**src/inc/carry_port_return_map.vh**
```
// Purpose: Constants for the carry, port-bit and return instruction executor.
// Assumes: 10-bit instruction words, 10 MHz instruction clock.
// Notes: Register offsets are byte addresses on the AXI4-Lite slave.
// What this block does
// - The clear-output-bit operation drives to 0 the port bit chosen by the index register and leaves the others alone.
// - Only index values 0 to 7 are accepted, so eight port bits can be cleared this way.
// - The subroutine return reads the stack entry at the stack pointer in its first cycle, then loads the program counter and decrements the pointer in its second.
// - The interrupt return brings control back to the interrupted main routine and occupies one instruction word.
// - The interrupt return restores the saved data pointers, carry flag, pending skip and no-operation mode status.
`ifndef CARRY_PORT_RETURN_MAP_VH
`define CARRY_PORT_RETURN_MAP_VH
`define OPC_CLEAR_CARRY     10'h006
`define OPC_CLEAR_PORT_BIT  10'h014
`define OPC_SUB_RETURN      10'h044
`define OPC_INT_RETURN      10'h046
`define ADDR_CONTROL        8'h00
`define ADDR_INSTR          8'h04
`define ADDR_PC             8'h08
`define ADDR_STATUS         8'h0c
`define ADDR_PORT           8'h10
`define ADDR_SAVE_PTR       8'h14
`define ADDR_SAVE_FLAGS     8'h18
`define ADDR_STACK_BASE     8'h40
`define ADDR_STACK_MASK     8'hc0
`define CTRL_RUN_BIT        0
`define RESP_OKAY           2'b00
`define RESP_SLVERR         2'b10
`endif

```
**src/hdl/carry_port_return_ops.v**
```verilog
// Purpose: Executes clear-carry, clear-port-bit, subroutine return and interrupt return.
// Assumes: Instructions are issued by software through the AXI4-Lite slave.
// Notes: Saved interrupt state is loaded by software through the save registers.
`include "carry_port_return_map.vh"
`timescale 1ns/1ps
`default_nettype none
module carry_port_return_ops #(
   parameter PC_W      = 10,
   parameter SP_W      = 3,
   parameter PORT_BITS = 8
) (
   // Clock and reset
   input  wire        aclk,
   input  wire        aresetn,
   // AXI4-Lite write channels
   input  wire [7:0]  s_axi_awaddr,
   input  wire        s_axi_awvalid,
   output wire        s_axi_awready,
   input  wire [31:0] s_axi_wdata,
   input  wire [3:0]  s_axi_wstrb,
   input  wire        s_axi_wvalid,
   output wire        s_axi_wready,
   output reg  [1:0]  s_axi_bresp,
   output reg         s_axi_bvalid,
   input  wire        s_axi_bready,
   // AXI4-Lite read channels
   input  wire [7:0]  s_axi_araddr,
   input  wire        s_axi_arvalid,
   output wire        s_axi_arready,
   output reg  [31:0] s_axi_rdata,
   output reg  [1:0]  s_axi_rresp,
   output reg         s_axi_rvalid,
   input  wire        s_axi_rready,
   // Core state outputs
   output reg  [PORT_BITS-1:0] port_out,
   output reg                  carry_flag,
   output reg  [PC_W-1:0]      pc_out,
   output wire                 busy
);
   localparam ST_IDLE = 2'b01;
   localparam ST_RET2 = 2'b10;
   localparam DEPTH   = 1 << SP_W;

   reg [1:0]      state_reg;
   reg [SP_W-1:0] stack_pointer;
   reg [PC_W-1:0] return_stack [0:DEPTH-1];
   reg [PC_W-1:0] ret_target_reg;
   reg [3:0]      ptr_x_reg, ptr_y_reg, ptr_z_reg, idx_reg;
   reg [3:0]      sav_x_reg, sav_y_reg, sav_z_reg;
   reg            sav_carry_reg, sav_skip_reg, sav_nop_reg;
   reg            skip_reg, nop_mode_reg, in_isr_reg, bad_op_reg;
   reg [7:0]      aw_addr_reg;
   reg [31:0]     w_data_reg;
   reg [3:0]      w_strb_reg;
   reg            aw_have_reg, w_have_reg;
   reg [31:0]     rd_val;
   reg            rd_ok;
   integer        i;

   wire        do_write = aw_have_reg && w_have_reg && !s_axi_bvalid;
   wire [31:0] wd       = w_data_reg;
   wire        wr_stack = (aw_addr_reg & `ADDR_STACK_MASK) == `ADDR_STACK_BASE;
   wire        wr_instr = do_write && aw_addr_reg == `ADDR_INSTR && w_strb_reg[0]
                          && state_reg == ST_IDLE;
   wire [9:0]  opcode   = wd[9:0];

   assign s_axi_awready = !aw_have_reg;
   assign s_axi_wready  = !w_have_reg;
   assign s_axi_arready = !s_axi_rvalid;
   assign busy          = state_reg != ST_IDLE;

   // Write channel capture, either order.
   always @(posedge aclk) begin
      if (!aresetn) begin
         aw_have_reg  <= 1'b0;
         w_have_reg   <= 1'b0;
         aw_addr_reg  <= 8'h00;
         w_data_reg   <= 32'h0000_0000;
         w_strb_reg   <= 4'h0;
         s_axi_bvalid <= 1'b0;
         s_axi_bresp  <= `RESP_OKAY;
      end else begin
         if (s_axi_awvalid && !aw_have_reg) begin
            aw_have_reg <= 1'b1;
            aw_addr_reg <= s_axi_awaddr;
         end
         if (s_axi_wvalid && !w_have_reg) begin
            w_have_reg <= 1'b1;
            w_data_reg <= s_axi_wdata;
            w_strb_reg <= s_axi_wstrb;
         end
         if (do_write) begin
            aw_have_reg  <= 1'b0;
            w_have_reg   <= 1'b0;
            s_axi_bvalid <= 1'b1;
            s_axi_bresp  <= (aw_addr_reg == `ADDR_CONTROL || aw_addr_reg == `ADDR_INSTR
                             || aw_addr_reg == `ADDR_PC || aw_addr_reg == `ADDR_PORT
                             || aw_addr_reg == `ADDR_SAVE_PTR
                             || aw_addr_reg == `ADDR_SAVE_FLAGS || wr_stack)
                            ? `RESP_OKAY : `RESP_SLVERR;
         end else if (s_axi_bready) begin
            s_axi_bvalid <= 1'b0;
         end
      end
   end

   // Instruction execution and core state.
   always @(posedge aclk) begin
      if (!aresetn) begin
         state_reg      <= ST_IDLE;
         stack_pointer  <= {SP_W{1'b0}};
         ret_target_reg <= {PC_W{1'b0}};
         pc_out         <= {PC_W{1'b0}};
         port_out       <= {PORT_BITS{1'b0}};
         carry_flag     <= 1'b0;
         {ptr_x_reg, ptr_y_reg, ptr_z_reg, idx_reg} <= 16'h0000;
         {sav_x_reg, sav_y_reg, sav_z_reg} <= 12'h000;
         {sav_carry_reg, sav_skip_reg, sav_nop_reg} <= 3'b000;
         {skip_reg, nop_mode_reg, in_isr_reg, bad_op_reg} <= 4'h0;
         for (i = 0; i < DEPTH; i = i + 1)
            return_stack[i] <= {PC_W{1'b0}};
      end else begin
         if (state_reg == ST_RET2) begin
            pc_out        <= ret_target_reg;
            stack_pointer <= stack_pointer - 1'b1;
            state_reg     <= ST_IDLE;
         end
         if (do_write && aw_addr_reg == `ADDR_PC) begin
            pc_out        <= wd[PC_W-1:0];
            stack_pointer <= wd[16+SP_W-1:16];
         end
         if (do_write && aw_addr_reg == `ADDR_PORT)
            port_out <= wd[PORT_BITS-1:0];
         if (do_write && aw_addr_reg == `ADDR_SAVE_PTR) begin
            {sav_z_reg, sav_y_reg, sav_x_reg} <= wd[11:0];
            idx_reg <= wd[19:16];
         end
         if (do_write && aw_addr_reg == `ADDR_SAVE_FLAGS) begin
            {sav_nop_reg, sav_skip_reg, sav_carry_reg} <= wd[2:0];
            in_isr_reg <= wd[8];
         end
         if (do_write && wr_stack)
            return_stack[aw_addr_reg[SP_W+1:2]] <= wd[PC_W-1:0];
         if (wr_instr) begin
            bad_op_reg <= 1'b0;
            case (opcode)
               `OPC_CLEAR_CARRY: begin
                  carry_flag <= 1'b0;
                  skip_reg   <= 1'b0;
                  pc_out     <= pc_out + 1'b1;
               end
               `OPC_CLEAR_PORT_BIT: begin
                  if (idx_reg <= 4'h7)
                     port_out[idx_reg[2:0]] <= 1'b0;
                  else
                     bad_op_reg <= 1'b1;
                  pc_out <= pc_out + 1'b1;
               end
               `OPC_SUB_RETURN: begin
                  ret_target_reg <= return_stack[stack_pointer];
                  state_reg      <= ST_RET2;
               end
               `OPC_INT_RETURN: begin
                  pc_out        <= return_stack[stack_pointer];
                  stack_pointer <= stack_pointer - 1'b1;
                  in_isr_reg    <= 1'b0;
                  ptr_x_reg     <= sav_x_reg;
                  ptr_y_reg     <= sav_y_reg;
                  ptr_z_reg     <= sav_z_reg;
                  idx_reg       <= sav_y_reg;
                  carry_flag    <= sav_carry_reg;
                  skip_reg      <= sav_skip_reg;
                  nop_mode_reg  <= sav_nop_reg;
               end
               default: begin
                  bad_op_reg <= 1'b1;
               end
            endcase
         end
      end
   end

   // Read decode.
   always @* begin
      rd_val = 32'h0000_0000;
      rd_ok  = 1'b1;
      if ((s_axi_araddr & `ADDR_STACK_MASK) == `ADDR_STACK_BASE)
         rd_val[PC_W-1:0] = return_stack[s_axi_araddr[SP_W+1:2]];
      else begin
         case (s_axi_araddr)
            `ADDR_CONTROL:    rd_val[`CTRL_RUN_BIT] = busy;
            `ADDR_INSTR:      rd_val = 32'h0000_0000;
            `ADDR_PC:         rd_val = {{(16-SP_W){1'b0}}, stack_pointer,
                                        {(16-PC_W){1'b0}}, pc_out};
            `ADDR_STATUS:     rd_val = {23'h000000, bad_op_reg, in_isr_reg, nop_mode_reg,
                                        skip_reg, carry_flag, busy, 3'b000};
            `ADDR_PORT:       rd_val[PORT_BITS-1:0] = port_out;
            `ADDR_SAVE_PTR:   rd_val = {4'h0, idx_reg, ptr_z_reg, ptr_y_reg,
                                        ptr_x_reg, sav_z_reg, sav_y_reg, sav_x_reg};
            `ADDR_SAVE_FLAGS: rd_val = {23'h000000, in_isr_reg, 5'h00,
                                        sav_nop_reg, sav_skip_reg, sav_carry_reg};
            default:          rd_ok = 1'b0;
         endcase
      end
   end

   always @(posedge aclk) begin
      if (!aresetn) begin
         s_axi_rvalid <= 1'b0;
         s_axi_rdata  <= 32'h0000_0000;
         s_axi_rresp  <= `RESP_OKAY;
      end else if (s_axi_arvalid && !s_axi_rvalid) begin
         s_axi_rvalid <= 1'b1;
         s_axi_rdata  <= rd_val;
         s_axi_rresp  <= rd_ok ? `RESP_OKAY : `RESP_SLVERR;
      end else if (s_axi_rready) begin
         s_axi_rvalid <= 1'b0;
      end
   end
endmodule
`default_nettype wire

```
**config.mk**
```make
export PLATFORM = sky130hd
export DESIGN_NAME = carry_port_return_ops
export DESIGN_NICKNAME = d
export VERILOG_FILES = /design/src/hdl/carry_port_return_ops.v
export VERILOG_INCLUDE_DIRS = /design/src /design/src/inc
export SDC_FILE = /design/constraint.sdc
export NUM_CORES = 1
export LEC_CHECK = 0
export BUFFER_PORTS_ARGS = -buffer_cell sky130_fd_sc_hd__buf_2
export CORE_MARGIN = 2
export CORE_UTILIZATION = 25
export CTS_BUF_LIST = sky130_fd_sc_hd__clkbuf_16
export DETAILED_ROUTE_END_ITERATION = 7
export GPL_TIMING_DRIVEN = 1
export SETUP_SLACK_MARGIN = 0.05
export SYNTH_ARGS = -nofsm -noshare
export SYNTH_HDL_FRONTEND = slang
export SYNTH_SLANG_ARGS = --single-unit
```
**constraint.sdc**
```tcl
create_clock -name aclk -period 2.5 [get_ports aclk]
set_input_delay 0.375 -clock aclk [delete_from_list [all_inputs] [get_ports aclk]]
set_output_delay 0.375 -clock aclk [all_outputs]
set_load 0.01 [all_outputs]
```
==> run metrics, run 1 <==
largest net degree at the start of global routing=46; cell chosen for the clock root=clkbuf_16; clock share of power=between 40% and 50%; Clock Path Buffers=3; First DRT Iteration DRCs=886; Final Slew Violations=0; # rows=73; arrival time worst endpoint=2730 ps; Setup CP Type=flip-flop to flip-flop; Chip Width=205.0 um; top-count cell post-synth=dfxtp_1; vias per cell=4.993; max-cap viol count=0; slowest stage delay, CP=430 ps; R2R cell count=6; clock slew at the register clock pins of the worst setup and hold paths=60 ps; # port buffers=94; via count=8248; flop2flop setup slack=230 ps; # IOs=120; Die ar.=0.04203 mm2; drt drc=0; end point of the critical path=pc_out[6]$_SDFF_PN0_; reg2reg start=w_have_reg$_SDFFE_PP0P_; Worst setup SP type=flip-flop; Setup crit end kind=flip-flop; clk sinks=208; skew final=just under 30 ps; cts bufs inserted=24; Resize count post-CTS=0; total track usage=15.43%; CP cell instances=nor4bb_1 > buf_4 > nand2_1 > nor3_1 > nand3_1 > o21ai_1; Post-CTS Setup Inserts=0; Slew HR=39.11%; FMAX=between 400 and 500 MHz; first-pass GRT wire length=49.58 mm; TritonRoute pass-1 iters=5; number of routed nets with antenna violations=0; ys flop type=dfxtp_1; net switching power=1880 uW; Starting Density=~25%; post-synthesis cell type count=62; final-report hold violation count=0; Area Overhead vs Synth=20.86%; Worst Setup SP=w_have_reg$_SDFFE_PP0P_; HPWL Detailed=22.58 mm; vias in the first global route=8102; Synth async-reset ratio=0%; number of flip-flops in the largest register=80; yosys warns=0; Synth area leader=dfxtp_1; Synth Register Bits=208; Max VDD drop=about 0.41 mV; synth top area cells=dfxtp_1 25%, edfxtp_1 24%, mux2i_1 6.5%, and2_1 4.8%, nand2_1 4.7%; Overflow after GRT=0; Yosys top cell area share=25.37%; delay-heaviest family, CP=simple AND/OR/NAND/NOR gates; leakage=0.004659 uW; share of cells above drive strength 1=21.78%; Critical path buffers and inverters=1; worst-margin pin slew=913.3 ps; Pint=around 6000 uW; Net Sw Frac=24.12%; Final Wtd Congestion=0.8496; CORE AREA=between 0.03 and 0.04 mm2; Layout Nets=~1200; H-tree depth=1; Hold Crit Class=input port to flip-flop; sequential area share after synthesis=around half; syn_area_per_cell=10.07 um2; antenna violations before repair=3; r2r endpoint=pc_out[6]$_SDFF_PN0_; CTS tree=done; Power Density=638.2 mW/mm2; Die Y=205.0 um; Skew-Pair Late Insertion Delay=540 ps; routed wire length=between 30 and 40 mm; crit share post-route=90.84%; fin crit period=2271 ps; Mapped Cells=1003; final setup fails=0; Gate power share=7.7%; status=completed; Synth Cell Area=0.01010 mm2; Total Neg Setup Slack=0 ps; Critical Path Stages=6; post-layout util=30.66%; unrepaired setup endpoints after global routing=false; Commonest cells post-synth=128 x dfxtp_1, 127 x nand2_1, 80 x edfxtp_1; CP Data Required Time=2960 ps; slowest stage cell, crit path=nand3_1; maximum net fanout on the critical path=10; number of synthesized flops with an enable pin=80; Flop pwr share=between 40% and 50%; Routed WL per cell=19.62 um
[layout make-up]
cell class | instances | area [um2]
fillers | 4164 | 27620
flip-flops and latches | 208 | 4966
multi-input cells | 704 | 4758
repair buffers | 154 | 973.4
well taps | 525 | 656.9
clock buffers | 26 | 650.6
clock inverters | 17 | 137.6
inverters | 16 | 60.06
diodes | 2 | 5.005
[worst register-to-register path: stages, from the launching register on]
cell and delay, ps:
dfxtp_1 390, nor4bb_1 330, buf_4 220, nand2_1 240, nor3_1 320, nand3_1 430, o21ai_1 280
[how the worst min path moves through the flow]
stage / from / slack, ps / to / cells past startpoint
final: s_axi_awvalid / 80 / aw_have_reg$_SDFFE_PP0P_ / 3
after detailed placement: w_strb_reg[0]$_SDFFE_PN0P_ / 440 / w_strb_reg[0]$_SDFFE_PN0P_ / 2
after global routing: s_axi_awvalid / 100 / aw_have_reg$_SDFFE_PP0P_ / 3
after floorplan: nop_mode_reg$_SDFFE_PN0P_ / 430 / nop_mode_reg$_SDFFE_PN0P_ / 2
after CTS: s_axi_awvalid / 70 / aw_have_reg$_SDFFE_PP0P_ / 3
after global placement: ptr_y_reg[2]$_SDFFE_PN0P_ / 440 / ptr_y_reg[2]$_SDFFE_PN0P_ / 2
[cell families after synthesis]
kind of cell	Yosys count	share of synthesized area, %
other cells	1	0.03713
buf+inv	96	3.988
fa+ha+maj	2	0.2477
mux	119	14.68
simple gates	374	18.54
xor+xnor	11	0.9538
compound gates	192	12.40
flops	208	49.15
[what timing repair did]
item,CTS,global route
setup endpoints to repair,0,0
hold endpoints to repair,1,0
hold buffers,1,0
[power by group through the flow]
stage | registers, uW | logic (uW) | clock network (uW)
after floorplan | 3720 | 361 | 0
after global placement | 3740 | 591 | 0
after detailed placement | 3750 | 597 | 0
after CTS | 3670 | 601 | 3580
after global routing | 3690 | 654 | 3740
final | 3680 | 603 | 3510
[through the flow]
step	hold slack (ps)	worst slack [ps]	area [um2]	total power, uW	cells
after CTS	66.00	287.9	12200	7854	1650
after global routing	95.15	94.33	12200	8082	1650
final	82.49	229.1	12210	7791	1652
after floorplan	431.5	336.2	10120	4086	1008
after detailed placement	444.4	249.1	11400	4345	1606
after global placement	442.1	304.7	11400	4333	1606
[metal layers]
layer	vias up	share of wire (%)	GRT usage, %
met5	-	0.12	0
met4	6	2.7	4.651
met3	61	7.5	3.245
met2	333	44	23.60
met1	4005	46	21.77
li1	3843	-	-
[layout by cell type, fill, tap and decap left out, types with 4 or more instances in the layout]
master     netlist  routed
nand2_1        127     127
dfxtp_1        128     127
buf_2           16      94
edfxtp_1        80      80
and2_1          77      77
nor2_1          68      68
mux2i_1         66      66
a21oi_1         58      58
buf_4            6      55
a22oi_1         32      32
mux2_2          28      28
clkbuf_16        0      26
mux4_2          20      20
inv_1           14      19
o21ai_0         19      19
nand2b_1        18      18
nor3_1          16      16
nand3_1         14      14
nor4_1          14      13
o211ai_1        12      12
nor2b_1         11      11
a31oi_1         10      10
o21ai_1         10      10
a221oi_1         9       9
a211oi_1         9       9
o22ai_1          8       8
o2bb2ai_1        7       7
xor2_1           7       7
nand4_1          6       6
conb_1           1       6
inv_2            1       5
mux2_1           5       5
or3_1            4       4
xnor2_1          4       4
buf_12           0       4
Power figures use the tool's default switching activity.
==> run 2, diff against run 1 <==
--- a/config.mk
+++ b/config.mk
@@ -12,7 +12,7 @@
 export CTS_BUF_LIST = sky130_fd_sc_hd__clkbuf_16
 export DETAILED_ROUTE_END_ITERATION = 7
 export GPL_TIMING_DRIVEN = 1
-export SETUP_SLACK_MARGIN = 0.05
+export SETUP_SLACK_MARGIN = 0.2
 export SYNTH_ARGS = -nofsm -noshare
 export SYNTH_HDL_FRONTEND = slang
 export SYNTH_SLANG_ARGS = --single-unit
==> constraint.sdc (replaced) <==
create_clock -name aclk -period 2.5 [get_ports aclk]
set_input_delay 0.125 -clock aclk [delete_from_list [all_inputs] [get_ports aclk]]
set_output_delay 0.125 -clock aclk [all_outputs]
set_load 0.01 [all_outputs]
==> run metrics, run 2 (synthesis gave the netlist of run 1 again) <==
total track usage=15.13%; H-tree depth=1; Design Power=7623 uW; share of cells above drive strength 1=21.11%; CTS tree=done; Gate power share=8.3%; Overflow after GRT=0; Slew HR=24.28%; # rows=73; final-report hold violation count=0; cell mode on critical path=or4_1; maximum net fanout on the critical path=10; Hold Crit Class=input port to flip-flop; Setup CP Type=flip-flop to flip-flop; post-layout util=31.24%; Power Density=612.7 mW/mm2; Worst setup SP type=flip-flop; clk sinks=208; Critical path buffers and inverters=1; Die ar.=0.04203 mm2; max-cap viol count=0; vias per cell=around 5.0; Chip Width=205.0 um; net switching power=1856 uW; via count=8300; post-route non-filler standard cell count=1676; Final Wtd Congestion=0.8611; Total Neg Setup Slack=0 ps; Max VDD drop=0.3832 mV; delay-heaviest family, CP=simple AND/OR/NAND/NOR gates; status=completed; Setup crit end kind=flip-flop; first-pass GRT wire length=48.53 mm; vias in the first global route=7958; clock share of power=43.5%; Post-CTS Setup Inserts=0; arrival time worst endpoint=2540 ps; leakage=0.004744 uW; Skew-Pair Late Insertion Delay=520 ps; cell chosen for the clock root=clkbuf_16; number of routed nets with antenna violations=0; unrepaired setup endpoints after global routing=false; FMAX=466.0 MHz; CP cell instances=or4_1 > or4_1 > buf_4 > nand2_1 > a21oi_1; Die Y=205.0 um; crit share post-route=85.84%; # IOs=120; cts bufs inserted=24; slowest stage delay, CP=roughly 660 ps; Flop pwr share=between 40% and 50%; Routed WL per cell=19.19 um; antenna diode count=0; TritonRoute pass-1 iters=6; antenna violations before repair=0; worst-margin pin slew=1132 ps; Area Overhead vs Synth=23.16%; CORE AREA=~0.04 mm2; CP Data Required Time=approximately 2900 ps; slowest stage cell, crit path=or4_1; Clock Path Buffers=3; Layout Nets=1195; skew final=14.89 ps; final setup fails=0; largest net degree at the start of global routing=77; First DRT Iteration DRCs=roughly 770; clock slew at the register clock pins of the worst setup and hold paths=60 ps; HPWL Detailed=22.01 mm; number of flip-flops in the largest register=80; Net Sw Frac=24.35%; routed wire length=32.16 mm; DP Cell Count=1600; # port buffers=94; fin crit period=between 2000 and 2500 ps; Pint=5766 uW; drt drc=0; Starting Density=between 20% and 30%; Final Slew Violations=0; commonest non-fill, non-tap cells in the layout=127 x nand2_1, 127 x dfxtp_1, 94 x buf_2
==> run 2: cell count changes in the layout (fill, tap and decap cells not counted), sizes merged <==
cell	previous run	this run
clkinvlp	0	1
clkinv	6	7
bufinv	2	1
dlygate4sd3	1	33
clkbuf	26	25
diode	2	0
buf	153	147
==> run 2: worst paths after layout <==
kind,start,end,slack [ps],cells after the start
max,aw_addr_reg[6]$_SDFFE_PN0P_,sav_x_reg[3]$_SDFFE_PN0N_,350,5
min,s_axi_araddr[7],s_axi_rdata[5]$_SDFFE_PN0P_,80,4
max reg2reg,aw_addr_reg[6]$_SDFFE_PN0P_,sav_x_reg[3]$_SDFFE_PN0N_,350,5
min reg2reg,ptr_x_reg[1]$_SDFFE_PN0P_,ptr_x_reg[1]$_SDFFE_PN0P_,450,2
==> run 2: worst reg2reg max path, delay by kind of cell, from the launching register on <==
| family | cells | cell delay [ps] |
|---|---|---|
| and+or+nand+nor | 3 | 1300 |
| buffers and inverters | 1 | 290 |
| AOI/OAI and AO/OA | 1 | 60 |
| DFF | 1 | 380 |
==> run 2: power by group through the flow <==
stage / clock (uW) / sequential, uW / combinational, uW
floorplan: 0 / 3720 / 361
global placement: 0 / 3740 / 580
detailed placement: 0 / 3750 / 586
CTS: 3380 / 3670 / 630
global route: 3510 / 3680 / 686
finish: 3320 / 3670 / 631
==> run 2: per-layer routing <==
metal / GRT usage [%] / wire length (um) / up-vias
met5: 0 / 0 / -
met1: 21.31 / 14500 / 4014
li1: - / - / 3898
met3: 3.198 / 2647 / 52
met4: 4.856 / 812 / 0
met2: 23.01 / 14200 / 336
==> run 2: area by class of cell <==
type,count,area [um2]
flip-flops and latches,208,4966
clock inverters,18,107.6
well taps,525,656.9
clock buffers,25,625.6
multi-input cells,704,4776
repair buffers,180,1249
inverters,16,60.06
fillers,4158,27380
==> run 2: timing repair <==
| item | in CTS | in global routing |
|---|---|---|
| gates resized for setup | 0 | 4 |
| hold endpoints to repair | 30 | 0 |
| hold buffers | 33 | 0 |
| endpoints found under the setup margin | 0 | 35 |
==> run 2: metrics by stage <==
step	hold WS, ps	setup slack (ps)	area [um2]
finish	77.73	354.0	12440
detailed placement	325.9	320.1	11360
floorplan	225.1	336.2	10120
CTS	66.23	314.5	12420
global placement	325.1	312.6	11360
global route	107.1	177.1	12440
